`config.mk`:
```
export PLATFORM = sky130hd
export DESIGN_NAME = xpc_crosspoint_control
export DESIGN_NICKNAME = d
export VERILOG_FILES = /design/src/design/xpc_pkg.sv /design/src/design/xpc_buf2.sv /design/src/design/xpc_crosspoint_control.sv
export SDC_FILE = /design/constraint.sdc
export NUM_CORES = 2
export LEC_CHECK = 0
export BUFFER_PORTS_ARGS = -buffer_cell sky130_fd_sc_hd__buf_2
export CAP_MARGIN = 20
export CORE_MARGIN = 2
export CORE_UTILIZATION = 56
export CTS_CLUSTER_SIZE = 20
export DETAILED_ROUTE_END_ITERATION = 7
export GPL_ROUTABILITY_DRIVEN = 0
export PLACE_DENSITY = 0.76
export SYNTH_ARGS = -nofsm -noshare
export SYNTH_HDL_FRONTEND = slang
export SYNTH_SLANG_ARGS = --single-unit
```
`constraint.sdc`:
```
create_clock -name clk -period 46.7 [get_ports clk]
set_clock_uncertainty 0.15 [all_clocks]
set_input_delay 2.335 -clock clk [delete_from_list [all_inputs] [get_ports clk]]
set_output_delay 2.335 -clock clk [all_outputs]
set_load 0.05 [all_outputs]
```
`src/design/xpc_pkg.sv`:
```
// package for the crosspoint control block: constants and carried types
// How it works
// - each output picks any input on its own; one input may feed many outputs
// - hundred edid entries; one to fifty fixed, fifty-one to hundred writable
// - each output keeps its learned display edid after unplug; reset clears it
// - input edid is a stored entry (static) or an output's learned one (dynamic)
// - dynamic inputs follow a newly learned valid edid on their tracked output
// - every input has its own emulation; changing one leaves the others alone
// - edid change is accepted while a powered source stays connected
// - after an input's edid changes its hot-plug line toggles for two seconds
// - while front panel lock is on all panel operations are ignored
// - protected outputs refuse any change of selected input except a restore
// - deferred and immediate modes; long commit press toggles; short press applies in deferred mode
// - source buttons pick input, pick preset, or show fed outputs in deferred mode
// - destination buttons pick target output; their lamps show picked or protected outputs
// - load preset fetches a stored map and applies it to outputs
// - save preset writes the whole current map into the chosen slot
// - routing survives power loss and is restored at next power-up
// - selected input drives the output at once, no sink capability check
package xpc_pkg;
   localparam int NumPorts = 16;
   localparam int PortW = 4;
   localparam int EdidEntries = 100;
   localparam int EdidW = 7;
   localparam logic [6:0] FirstUserEdid = 7'h33;
   localparam logic [6:0] LastEdid = 7'h64;
   localparam int NumPresets = 16;
   localparam int ClkHz = 20000000;
   localparam int HotplugMs = 2000;
   localparam int HotplugCycles = ClkHz / 1000 * HotplugMs;
   localparam int LongPressMs = 1000;
   localparam int LongPressCycles = ClkHz / 1000 * LongPressMs;

   typedef enum logic [3:0] {
      PnIdle = 4'b0001,
      PnLoad = 4'b0010,
      PnSave = 4'b0100,
      PnShow = 4'b1000
   } xpc_panel_t;

   // one edid selection command
   typedef struct packed {
      logic dynamic;
      logic [PortW-1:0] input_sel;
      logic [EdidW-1:0] entry;
      logic [PortW-1:0] out_sel;
   } xpc_edid_cmd_t;

   // one learned edid reference arriving from an output's ddc reader
   typedef struct packed {
      logic [PortW-1:0] output_idx;
      logic [15:0] signature;
   } xpc_learn_t;
endpackage : xpc_pkg
```
`src/design/xpc_buf2.sv`:
```
// two-entry valid/ready buffer
`timescale 1ns/100ps
`default_nettype none
module xpc_buf2 #(
   parameter int Width = 20
) (
   // clock and reset
   input wire logic clk,
   input wire logic rst,
   // fill side
   input wire logic inValid,
   output logic inReady,
   input wire logic [Width-1:0] inData,
   // drain side
   output logic outValid,
   input wire logic outReady,
   output logic [Width-1:0] outData
);
   logic [Width-1:0] mem_q [2];
   logic rdPtr_q, wrPtr_q;
   logic [1:0] count_q;
   wire logic push = inValid && inReady;
   wire logic pop = outValid && outReady;

   assign inReady = count_q != 2'h2;
   assign outValid = count_q != 2'h0;
   assign outData = mem_q[rdPtr_q];

   always_ff @(posedge clk or posedge rst) begin
      if (rst) begin
         rdPtr_q <= 1'b0;
         wrPtr_q <= 1'b0;
         count_q <= 2'h0;
      end else begin
         if (push) wrPtr_q <= ~wrPtr_q;
         if (pop) rdPtr_q <= ~rdPtr_q;
         count_q <= 2'(count_q + {1'b0, push} - {1'b0, pop});
      end
   end

   always_ff @(posedge clk) begin
      if (push) mem_q[wrPtr_q] <= inData;
   end
endmodule : xpc_buf2
`default_nettype wire

```
`src/design/xpc_crosspoint_control.sv`:
```
// crosspoint routing, edid emulation select, hot-plug and front panel control
`timescale 1ns/100ps
`default_nettype none
module xpc_crosspoint_control #(
   parameter int NumPorts = xpc_pkg::NumPorts,
   parameter int HotplugCycles = xpc_pkg::HotplugCycles,
   parameter int LongPressCycles = xpc_pkg::LongPressCycles
) (
   // clock and reset
   input wire logic clk,
   input wire logic rst,
   // front panel buttons (pins, asynchronous)
   input wire logic [NumPorts-1:0] srcBtn,
   input wire logic [NumPorts-1:0] dstBtn,
   input wire logic commitBtn,
   input wire logic loadBtn,
   input wire logic saveBtn,
   input wire logic lockBtn,
   input wire logic outLockBtn,
   // edid command stream from the control processor
   input wire logic edidCmdValid,
   output logic edidCmdReady,
   input wire xpc_pkg::xpc_edid_cmd_t edidCmd,
   // learned edid reports from outputs, on the ddc link clock
   input wire logic ddcClk,
   input wire logic learnStrobe,
   input wire xpc_pkg::xpc_learn_t learnData,
   // retained routing restored at power-up
   input wire logic restoreValid,
   input wire logic [NumPorts*xpc_pkg::PortW-1:0] restoreMap,
   // outputs
   output logic [NumPorts*xpc_pkg::PortW-1:0] routeMap,
   output logic [NumPorts*xpc_pkg::PortW-1:0] retainMap,
   output logic [NumPorts-1:0] hotplugLow,
   output logic [NumPorts*xpc_pkg::EdidW-1:0] emuEntry,
   output logic [NumPorts-1:0] emuDynamic,
   output logic [NumPorts-1:0] srcLamp,
   output logic [NumPorts-1:0] dstLamp,
   output logic lockLamp,
   output logic immediate_commit_mode,
   output logic edidCmdError
);
   localparam int PW = xpc_pkg::PortW;
   localparam int EW = xpc_pkg::EdidW;
   localparam int LW = $bits(xpc_pkg::xpc_learn_t);
   localparam int CW = $bits(xpc_pkg::xpc_edid_cmd_t);

   // refuse sizes the port fields and counters cannot serve
   if (NumPorts < 1 || NumPorts > 16) begin : gBadPorts
      $error("NumPorts must be 1..16");
   end
   if (HotplugCycles < 1 || LongPressCycles < 1) begin : gBadCounts
      $error("counts must be positive");
   end

   // synchronisers: every pin passes two flops
   localparam int SW = 2 * NumPorts + 7;
   logic [SW-1:0] pinMeta_q, pin_q, pinPrev_q;
   always_ff @(posedge clk or posedge rst) begin
      if (rst) begin
         pinMeta_q <= '0;
         pin_q <= '0;
         pinPrev_q <= '0;
      end else begin
         pinMeta_q <= {srcBtn, dstBtn, commitBtn, loadBtn, saveBtn, lockBtn, outLockBtn,
            ddcClk, learnStrobe};
         pin_q <= pinMeta_q;
         pinPrev_q <= pin_q;
      end
   end
   wire logic [SW-1:0] rise = pin_q & ~pinPrev_q;
   wire logic [SW-1:0] fall = ~pin_q & pinPrev_q;
   wire logic [NumPorts-1:0] srcPress = rise[SW-1 -: NumPorts];
   wire logic [NumPorts-1:0] dstPress = rise[NumPorts+6 -: NumPorts];
   wire logic commitHeld = pin_q[6];
   wire logic commitRel = fall[6];
   wire logic loadPress = rise[5];
   wire logic savePress = rise[4];
   wire logic lockPress = rise[3];
   wire logic outLockHeld = pin_q[2];
   wire logic ddcRise = rise[1];
   wire logic learnLevel = pin_q[0];

   // learned data bus is sampled on the synchronised link clock edge
   logic [LW-1:0] learnMeta_q, learnBus_q;
   logic learnHit_q;
   always_ff @(posedge clk or posedge rst) begin
      if (rst) begin
         learnMeta_q <= '0;
         learnBus_q <= '0;
         learnHit_q <= 1'b0;
      end else begin
         learnMeta_q <= learnData;
         learnBus_q <= learnMeta_q;
         learnHit_q <= ddcRise && learnLevel;
      end
   end

   // learned edid signature per output, held after unplug
   logic [15:0] learned_q [NumPorts];
   logic [NumPorts-1:0] learnedValid_q;
   logic [NumPorts-1:0] learnChanged;
   xpc_pkg::xpc_learn_t lrn;
   assign lrn = learnBus_q;

   // edid command stream through the two-entry buffer
   logic cmdValid;
   logic [CW-1:0] cmdBits;
   xpc_pkg::xpc_edid_cmd_t cmd;
   assign cmd = cmdBits;
   xpc_buf2 #(.Width(CW)) xpc_buf2_inst (
      .clk(clk),
      .rst(rst),
      .inValid(edidCmdValid),
      .inReady(edidCmdReady),
      .inData(edidCmd),
      .outValid(cmdValid),
      .outReady(1'b1),
      .outData(cmdBits)
   );
   // static entry numbers are 1..100; anything else is refused
   wire logic cmdOk = cmd.dynamic ? (32'(cmd.out_sel) < NumPorts)
      : (cmd.entry != 7'h00 && cmd.entry <= xpc_pkg::LastEdid);
   wire logic cmdTake = cmdValid && cmdOk && 32'(cmd.input_sel) < NumPorts;

   always_ff @(posedge clk or posedge rst) begin
      if (rst) edidCmdError <= 1'b0;
      else edidCmdError <= cmdValid && !cmdTake;
   end

   // panel state
   logic locked_q, immediate_q, longDone_q;
   logic [31:0] pressCnt_q;
   xpc_pkg::xpc_panel_t panel_q;
   logic [PW-1:0] pendSrc_q;
   logic pendSrcValid_q;
   logic [NumPorts-1:0] pendDst_q, protect_q;
   logic [PW-1:0] map_q [NumPorts];
   logic [PW-1:0] preset_q [xpc_pkg::NumPresets][NumPorts];
   logic [PW-1:0] srcIdx;
   logic [PW-1:0] srcSlot;

   always_comb begin
      srcIdx = '0;
      for (int i = 0; i < NumPorts; i++) begin
         if (srcPress[i]) srcIdx = PW'(i);
      end
      srcSlot = srcIdx;
   end

   wire logic panelOn = !locked_q;
   wire logic shortCommit = panelOn && commitRel && !longDone_q;
   wire logic applyNow = shortCommit && !immediate_q && pendSrcValid_q;

   always_ff @(posedge clk or posedge rst) begin
      if (rst) locked_q <= 1'b0;
      else if (lockPress) locked_q <= !locked_q;
   end

   // long press toggles switching mode; release ends the press
   always_ff @(posedge clk or posedge rst) begin
      if (rst) begin
         pressCnt_q <= '0;
         longDone_q <= 1'b0;
         immediate_q <= 1'b0;
      end else if (!commitHeld || !panelOn) begin
         pressCnt_q <= '0;
         if (!commitHeld) longDone_q <= 1'b0;
      end else if (!longDone_q) begin
         if (pressCnt_q == 32'(LongPressCycles - 1)) begin
            immediate_q <= !immediate_q;
            longDone_q <= 1'b1;
         end else begin
            pressCnt_q <= pressCnt_q + 32'h0000_0001;
         end
      end
   end

   // output protection: hold output-lock and press destination to toggle
   always_ff @(posedge clk or posedge rst) begin
      if (rst) protect_q <= '0;
      else if (panelOn && outLockHeld) protect_q <= protect_q ^ dstPress;
   end

   // panel sequence: source/destination selection, preset load and save
   always_ff @(posedge clk or posedge rst) begin
      if (rst) begin
         panel_q <= xpc_pkg::PnIdle;
         pendSrc_q <= '0;
         pendSrcValid_q <= 1'b0;
         pendDst_q <= '0;
      end else if (panelOn) begin
         case (panel_q)
            xpc_pkg::PnIdle: begin
               if (loadPress) panel_q <= xpc_pkg::PnLoad;
               else if (savePress) panel_q <= xpc_pkg::PnSave;
               else if (|srcPress) begin
                  pendSrc_q <= srcIdx;
                  pendSrcValid_q <= 1'b1;
                  if (!immediate_q) panel_q <= xpc_pkg::PnShow;
               end
               if (!outLockHeld) pendDst_q <= pendDst_q ^ dstPress;
               if (applyNow) begin
                  pendDst_q <= '0;
                  pendSrcValid_q <= 1'b0;
               end
            end
            xpc_pkg::PnShow: begin
               if (|srcPress) pendSrc_q <= srcIdx;
               if (!outLockHeld) pendDst_q <= pendDst_q ^ dstPress;
               if (applyNow) begin
                  pendDst_q <= '0;
                  pendSrcValid_q <= 1'b0;
                  panel_q <= xpc_pkg::PnIdle;
               end
            end
            xpc_pkg::PnLoad, xpc_pkg::PnSave: begin
               if (|srcPress) panel_q <= xpc_pkg::PnIdle;
            end
            default: panel_q <= xpc_pkg::PnIdle;
         endcase
      end
   end

   wire logic doLoad = panelOn && panel_q == xpc_pkg::PnLoad && |srcPress;
   wire logic doSave = panelOn && panel_q == xpc_pkg::PnSave && |srcPress;

   // preset memory
   always_ff @(posedge clk) begin
      if (doSave) begin
         for (int o = 0; o < NumPorts; o++) preset_q[srcSlot][o] <= map_q[o];
      end
   end

   // per-output crosspoint, learned edid and per-input emulation
   logic [EW-1:0] entry_q [NumPorts];
   logic [PW-1:0] track_q [NumPorts];
   logic [NumPorts-1:0] dyn_q, contentChg;
   logic [31:0] hpCnt_q [NumPorts];

   genvar g;
   generate
      for (g = 0; g < NumPorts; g++) begin : gPort
         wire logic dstSel = immediate_q ? (pendDst_q[g] | dstPress[g]) && pendSrcValid_q
            : pendDst_q[g] && applyNow;
         wire logic immHit = immediate_q && panelOn && panel_q == xpc_pkg::PnIdle
            && !outLockHeld && ((dstPress[g] && pendSrcValid_q) || (|srcPress && pendDst_q[g]));
         wire logic [PW-1:0] immSrc = |srcPress ? srcIdx : pendSrc_q;

         // crosspoint: any input on any output, independent per output
         always_ff @(posedge clk or posedge rst) begin
            if (rst) map_q[g] <= PW'(g);
            else if (restoreValid) map_q[g] <= restoreMap[g*PW +: PW];
            else if (!protect_q[g]) begin
               if (doLoad) map_q[g] <= preset_q[srcSlot][g];
               else if (immHit) map_q[g] <= immSrc;
               else if (!immediate_q && dstSel) map_q[g] <= pendSrc_q;
            end
         end

         // learned edid kept until a new valid one arrives
         always_ff @(posedge clk or posedge rst) begin
            if (rst) begin
               learned_q[g] <= '0;
               learnedValid_q[g] <= 1'b0;
            end else if (learnHit_q && 32'(lrn.output_idx) == g) begin
               learned_q[g] <= lrn.signature;
               learnedValid_q[g] <= 1'b1;
            end
         end
         assign learnChanged[g] = learnHit_q && 32'(lrn.output_idx) == g
            && (!learnedValid_q[g] || learned_q[g] != lrn.signature);

         // emulation select per input; only the addressed input changes
         wire logic selHit = cmdTake && 32'(cmd.input_sel) == g;
         always_ff @(posedge clk or posedge rst) begin
            if (rst) begin
               entry_q[g] <= 7'h01;
               track_q[g] <= '0;
               dyn_q[g] <= 1'b0;
            end else if (selHit) begin
               dyn_q[g] <= cmd.dynamic;
               entry_q[g] <= cmd.entry;
               track_q[g] <= cmd.out_sel;
            end
         end
         assign contentChg[g] = selHit ? (cmd.dynamic != dyn_q[g]
            || (cmd.dynamic ? cmd.out_sel != track_q[g] : cmd.entry != entry_q[g]))
            : dyn_q[g] && learnChanged[track_q[g]];

         // hot-plug low for the full time on a content change only
         always_ff @(posedge clk or posedge rst) begin
            if (rst) begin
               hpCnt_q[g] <= '0;
               hotplugLow[g] <= 1'b0;
            end else if (contentChg[g]) begin
               hpCnt_q[g] <= 32'(HotplugCycles - 1);
               hotplugLow[g] <= 1'b1;
            end else if (hpCnt_q[g] != 32'h0000_0000) begin
               hpCnt_q[g] <= hpCnt_q[g] - 32'h0000_0001;
            end else begin
               hotplugLow[g] <= 1'b0;
            end
         end

         // registered outputs; route drives at once with no sink check
         always_ff @(posedge clk or posedge rst) begin
            if (rst) begin
               routeMap[g*PW +: PW] <= PW'(g);
               retainMap[g*PW +: PW] <= PW'(g);
               emuEntry[g*EW +: EW] <= 7'h01;
               emuDynamic[g] <= 1'b0;
               dstLamp[g] <= 1'b0;
               srcLamp[g] <= 1'b0;
            end else begin
               routeMap[g*PW +: PW] <= map_q[g];
               retainMap[g*PW +: PW] <= map_q[g];
               emuEntry[g*EW +: EW] <= entry_q[g];
               emuDynamic[g] <= dyn_q[g];
               dstLamp[g] <= pendDst_q[g] || protect_q[g];
               srcLamp[g] <= panel_q == xpc_pkg::PnShow
                  ? map_q[g] == pendSrc_q
                  : (pendSrcValid_q && 32'(pendSrc_q) == g);
            end
         end
      end
   endgenerate

   always_ff @(posedge clk or posedge rst) begin
      if (rst) begin
         lockLamp <= 1'b0;
         immediate_commit_mode <= 1'b0;
      end else begin
         lockLamp <= locked_q;
         immediate_commit_mode <= immediate_q;
      end
   end
endmodule : xpc_crosspoint_control
`default_nettype wire

```
Yosys cells after proc, flatten, opt, wreduce, memory -nomap -nowiden
Memory sizes are Yosys's and may differ from the RTL's. Index checks and enable logic that the tools add are counted.

Register bits: 1521. Word-level logic and storage cells: 1115. Bits in writable memories: 1056. Bits of input ports: 143. Output and inout port bits: 308. Memories: 2.

Memory list: preset_q (words 16, width 64, rd ports 1, clocked after memory_dff 0, wr ports 1, RTL line xpc_crosspoint_control.sv:139) `logic [PW-1:0] preset_q [xpc_pkg::NumPresets][NumPorts];`; xpc_buf2_inst.mem_q (words 2, width 16, rd ports 1, clocked after memory_dff 0, wr ports 1, RTL line xpc_buf2.sv:19) `logic [Width-1:0] mem_q [2];`.

Bitwise operators: 27. Reduce and logical (&&, ||, !) cells: 359. Magnitude comparators: 17. Equal/unequal tests: 176. $add $sub $neg: 19. Mux-type cells: 286.

Operator list (count): $mux W32 (35); $reduce_bool A32 Y1 (16); $sub A32 B1 Y32 const B (16); $mux W4 (103); $ne A16 B16 Y1 (16); $logic_and A1 B1 Y1 (193); $mux W1 (127); $ne A7 B7 Y1 (16); $eq A4 B4 Y1 const B (25); $lt A4 B5 Y1 const B (16); $ne A2 B2 Y1 const B (39); $logic_or A1 B1 Y1 (65); $bmux W1 S4 (16); $eq A4 B4 Y1 (16); $ne A4 B4 Y1 (16); $reduce_bool A4 Y1 (16); $eq A4 B3 Y1 const B (13); $and A39 B39 Y39 (1); $not A39 Y39 (1); $reduce_bool A2 Y1 (18); $reduce_and A2 Y1 (17); $add A32 B1 Y32 const B (1); $eq A32 B25 Y1 const B (1); $mux W16 (2); other kinds (28) (99).

Logic depth before layout (Yosys ltp)
Depth after elaboration: 22. Depth in mapped cells: 15. Depth with buffers taken out: 11.

Hierarchy
From an unflattened synthesis, not the netlist that was laid out.

Cell total of the unflattened synthesis: 8759. Area, all modules: 109910.4 um^2.

Modules (own cells, without submodules): xpc_crosspoint_control (cells each 8691, seq. area each 68782.2 um^2, area each 108544.1 um^2, instances 1); xpc_buf2 (cells each 68, seq. area each 1061.0 um^2, area each 1366.3 um^2, instances 1).

Worst setup path after synthesis
No wires, ideal clock.

Kind: reg2reg. From: register pin_q[24]. To: memory preset_q[0][0] (netlist bit), enable pin. Period minus slack after synthesis: 5.852 ns. Path slack: 40.848 ns. Required time: 46.064 ns. Setup time: 0.486 ns. Data arrival time: 5.216 ns. Cell stages (with the launch flop): 11. Buffers on the path: 4. Cells stage by stage: dfrtp_1 nor2b_1 a21o_1 a211oi_1 o21a_1 buf_2 buf_1 buf_1 clkbuf_1 nand2_1 nor2_1.

Cells in the longest elaborated chain, start to end: 16. Elaborated cells on any way between the ends: 20. Those cells by class: 17 x mux; 1 x bitwise; 2 x reduce/logical.

Ends and longest elaborated chain: start: declaration (RTL line xpc_crosspoint_control.sv:58) `logic [SW-1:0] pinMeta_q, pin_q, pinPrev_q;`; start signal: assignment (RTL line xpc_crosspoint_control.sv:67) `pin_q <= pinMeta_q;`; $and A39 B39 Y39 (*) (RTL line xpc_crosspoint_control.sv:71) `wire logic [SW-1:0] rise = pin_q & ~pinPrev_q;`; $mux W1 (RTL line xpc_crosspoint_control.sv:146) `if (srcPress[i]) srcIdx = PW'(i);`; $mux W4 (14 in a row) (RTL line xpc_crosspoint_control.sv:146); end: declaration (RTL line xpc_crosspoint_control.sv:139).

Every way passes the cells marked *; elsewhere a longest branch is shown, timed or not.

==> results.json <==
{
  "grt_max_degree": 183,
  "async_flop_share_pct": 59.0,
  "status": "finished, violations left",
  "area_delta_synth_final_pct": 12.6,
  "crit_chain": "buf_2, inv_8, buf_4, buf_4, buf_4, buf_4",
  "critPathBufInv": 6,
  "initial_core_util_pct": 56.3,
  "seqPwrFrac_pct": 46.4,
  "synth_top_cell_by_area": "dfrtp_1",
  "cts_sinks": 2575,
  "setup_tns_ns": 0,
  "postCtsSetupBuffers": 0,
  "pin_count": 451,
  "min_period_ns": 5.56,
  "num_rows": 162,
  "rsz0062_at_grt": "false",
  "synth_fp_nets": 9294,
  "postSynthCellCount": 9134,
  "fin_crit_sh_pct": 11.9,
  "power_switching_share_pct": 36.4,
  "ys_seq_area_share_pct": 63.7,
  "grt_pass1_wl_um": 458000,
  "htree_levels": 5,
  "vias_per_cell": 6.21,
  "placed_area_sq_um": 114000,
  "cap_violations": 0,
  "cp_slowest_stage_delay_ns": 0.83,
  "clk_latency_ns": 0.95,
  "end_kind": "async pin",
  "slew_viol_final": 0,
  "synth_warnings": 0,
  "nets": 9617,
  "die_y_um": 446,
  "grt_use_total_pct": 30.4,
  "routed_wirelength_um": 305000,
  "cts_made_buffers": 279,
  "synth_commonest_cells": "dfrtp_1, nand2_1, edfxtp_1",
  "worst_pin_slew_ns": 1.30,
  "relSlewSlack_pct": 13.3,
  "dieArea_sq_um": 199000,
  "post_cts_resized": 0,
  "dr.pass1.iters": 8,
  "setup_viol_count_final": 0,
  "hold_buffers": 0,
  "critPathLaunchType": "input pin",
  "p_int_mw": 4.88,
  "switchingPower_mw": 2.80,
  "path_max_fanout": 124,
  "hpwl_um": 190000,
  "cpMostUsedCell": "buf_4",
  "synth_area_sq_um": 110000,
  "violations": "DRC",
  "postRouteAntennaNets": 0,
  "drt_iter0_markers": 9861,
  "die_x_um": 446,
  "synth_edf_count": 1056,
  "fin_area_sq_um": 123000,
  "top_usage_layer": "met2",
  "cts_max_path_buffers": 4,
  "met3_usage_pct": 7.74,
  "synth.distinct_cells": 95,
  "power_density_nw_per_um2": 62.2,
  "drive_above_1_share_pct": 15.7,
  "core_sq_um": 195000,
  "yosysTopAreaCellShare_pct": 32.5,
  "cp.required_ns": 47.46,
  "placed_cells": 11791,
  "finalHoldViolations": 0,
  "critPathKind": "in -> async",
  "r2r_slack_ns": 41.35,
  "num_vias": 76340,
  "drcViolationCount": 3,
  "antenna_found_initial": 19,
  "numPortBuffers": 450,
  "cp_top_family": "buffers and inverters",
  "hold_class": "reg -> reg",
  "fin_cells": 12290,
  "grt_util_met1_pct": 38.7,
  "synth_area_per_cell_sq_um": 12.0,
  "power_frac_comb_pct": 25.3,
  "cpMaxStageDelayCell": "buf_4",
  "ys_ff_latch": 2575,
  "synth_ff_type": "dfrtp_1",
  "wl_per_cell_um": 24.8,
  "use_met2_pct": 46.4,
  "cts_root_buf": "clkbuf_16",
  "clockPowerShare_pct": 28.4,
  "netlist_top_cells_area": "dfrtp_1, edfxtp_1, xnor2_1",
  "leakagePower_nw": 47.8,
  "fmax_mhz": 180,
  "path_clk_slew_ns": 0.06,
  "yosysMostFrequentCell": "dfrtp_1",
  "ir_worst_vdd_v": 0.0000645,
  "grt.overflow.total": 0,
  "tritoncts": "built",
  "first_global_vias": 75893,
  "critPathArrivalTime_ns": 6.32
}
flip-flops by register name (all words and copies together) (netlist names), 20 cells and up:
name	cells
xpc_buf2_inst.mem_q	32
track_q	64
pinMeta_q	39
preset_q	1024
pinPrev_q	37
hpCnt_q	512
map_q	64
entry_q	112
emuEntry	112
retainMap	64
pin_q	39
learned_q	256
pressCnt_q	32
learnBus_q	20
learnMeta_q	20
logic make-up (layout without fill, tap and decap cells):
| logic type | count (synthesis) | in the layout | synth area share [%] |
|---|---|---|---|
| fa+ha+maj | 17 | 17 | 0.194 |
| flops | 2575 | 2575 | 63.7 |
| compound gates | 1261 | 1261 | 8.05 |
| other cells | 0 | 7 | 0 |
| xor+xnor | 975 | 975 | 7.79 |
| mux | 369 | 369 | 3.70 |
| simple gates | 3273 | 3273 | 13.9 |
| buf+inv | 664 | 1189 | 2.69 |
power groups by stage:
stage | combinational (mW) | clock, mW | sequential (mW)
floorplan | 1.20 | 0 | 3.66
global placement | 1.84 | 0 | 3.54
detailed placement | 1.90 | 0 | 3.58
CTS | 1.92 | 2.20 | 3.54
global route | 2.08 | 2.30 | 3.62
finish | 1.94 | 2.18 | 3.56
routing by layer:
layer	wire, um	up-vias
met4	22800	18
met2	137000	4468
met3	33300	1148
met5	115	-
met1	112000	37556
li1	-	33150
layout by cell type, fill, tap and decap left out, types with 36 or more instances in the layout:
cell,netlist,final
and3_1,41,40
or2_2,48,48
nand4_1,101,101
nand3_1,203,203
buf_2,107,450
nor2_1,832,811
dfrtp_1,1422,1420
o22ai_1,52,52
xor2_1,403,403
clkbuf_16,0,291
a222oi_1,60,60
mux2_2,237,237
or3_1,65,65
edfxtp_1,1056,1056
dfstp_2,97,97
o21ai_0,153,151
clkinv_2,0,38
mux2i_1,125,116
clkbuf_8,0,38
buf_4,77,146
nor2b_1,59,58
nand2b_1,99,99
a22o_1,46,46
o211ai_1,59,59
a22oi_1,54,54
nand2_1,1201,1197
or4_1,65,65
o31ai_1,36,36
nor3_1,224,217
a21oi_1,350,350
inv_1,95,93
nor4_1,196,194
xnor2_1,572,572
clkbuf_1,321,66
final cells by class:
type | instances | area, sq um
clock buffer | 395 | 8050
tap | 2624 | 3280
fill | 14282 | 71300
timing repair buffer | 610 | 3680
multi-input combinational | 5895 | 37200
sequential | 2575 | 69800
antenna | 7 | 17.5
clock inverter | 88 | 962
inverter | 96 | 368
worst paths after layout:
kind | depth (start not counted) | endpoint | startpoint
worst max-delay path | 6 | entry_q[40] | rst
worst min-delay path | 0 | pin_q[10] | pinMeta_q[10]
worst max register to register | 7 | preset_q[8][46] | pin_q[34]
worst min register to register | 0 | pin_q[10] | pinMeta_q[10]
max in group clk | 7 | preset_q[8][46] | pin_q[34]
min in group asynchronous | 2 | hpCnt_q[142] | rst
through the flow:
step / hold slack (ns) / setup WS, ns / util (%) / total power, mW
3_3_place_gp: 0.182 / 40.11 / 58.6 / 5.38
5_1_grt: 0.200 / 40.42 / 63.4 / 7.99
2_1_floorplan: 0.181 / 1.52 / - / 4.86
4_1_cts: 0.196 / 40.91 / 63.3 / 7.66
6_report: 0.195 / 41.14 / 63.4 / 7.68
3_5_place_dp: 0.185 / 39.97 / 58.6 / 5.48
No activity file was read; power rests on OpenSTA's default activity.
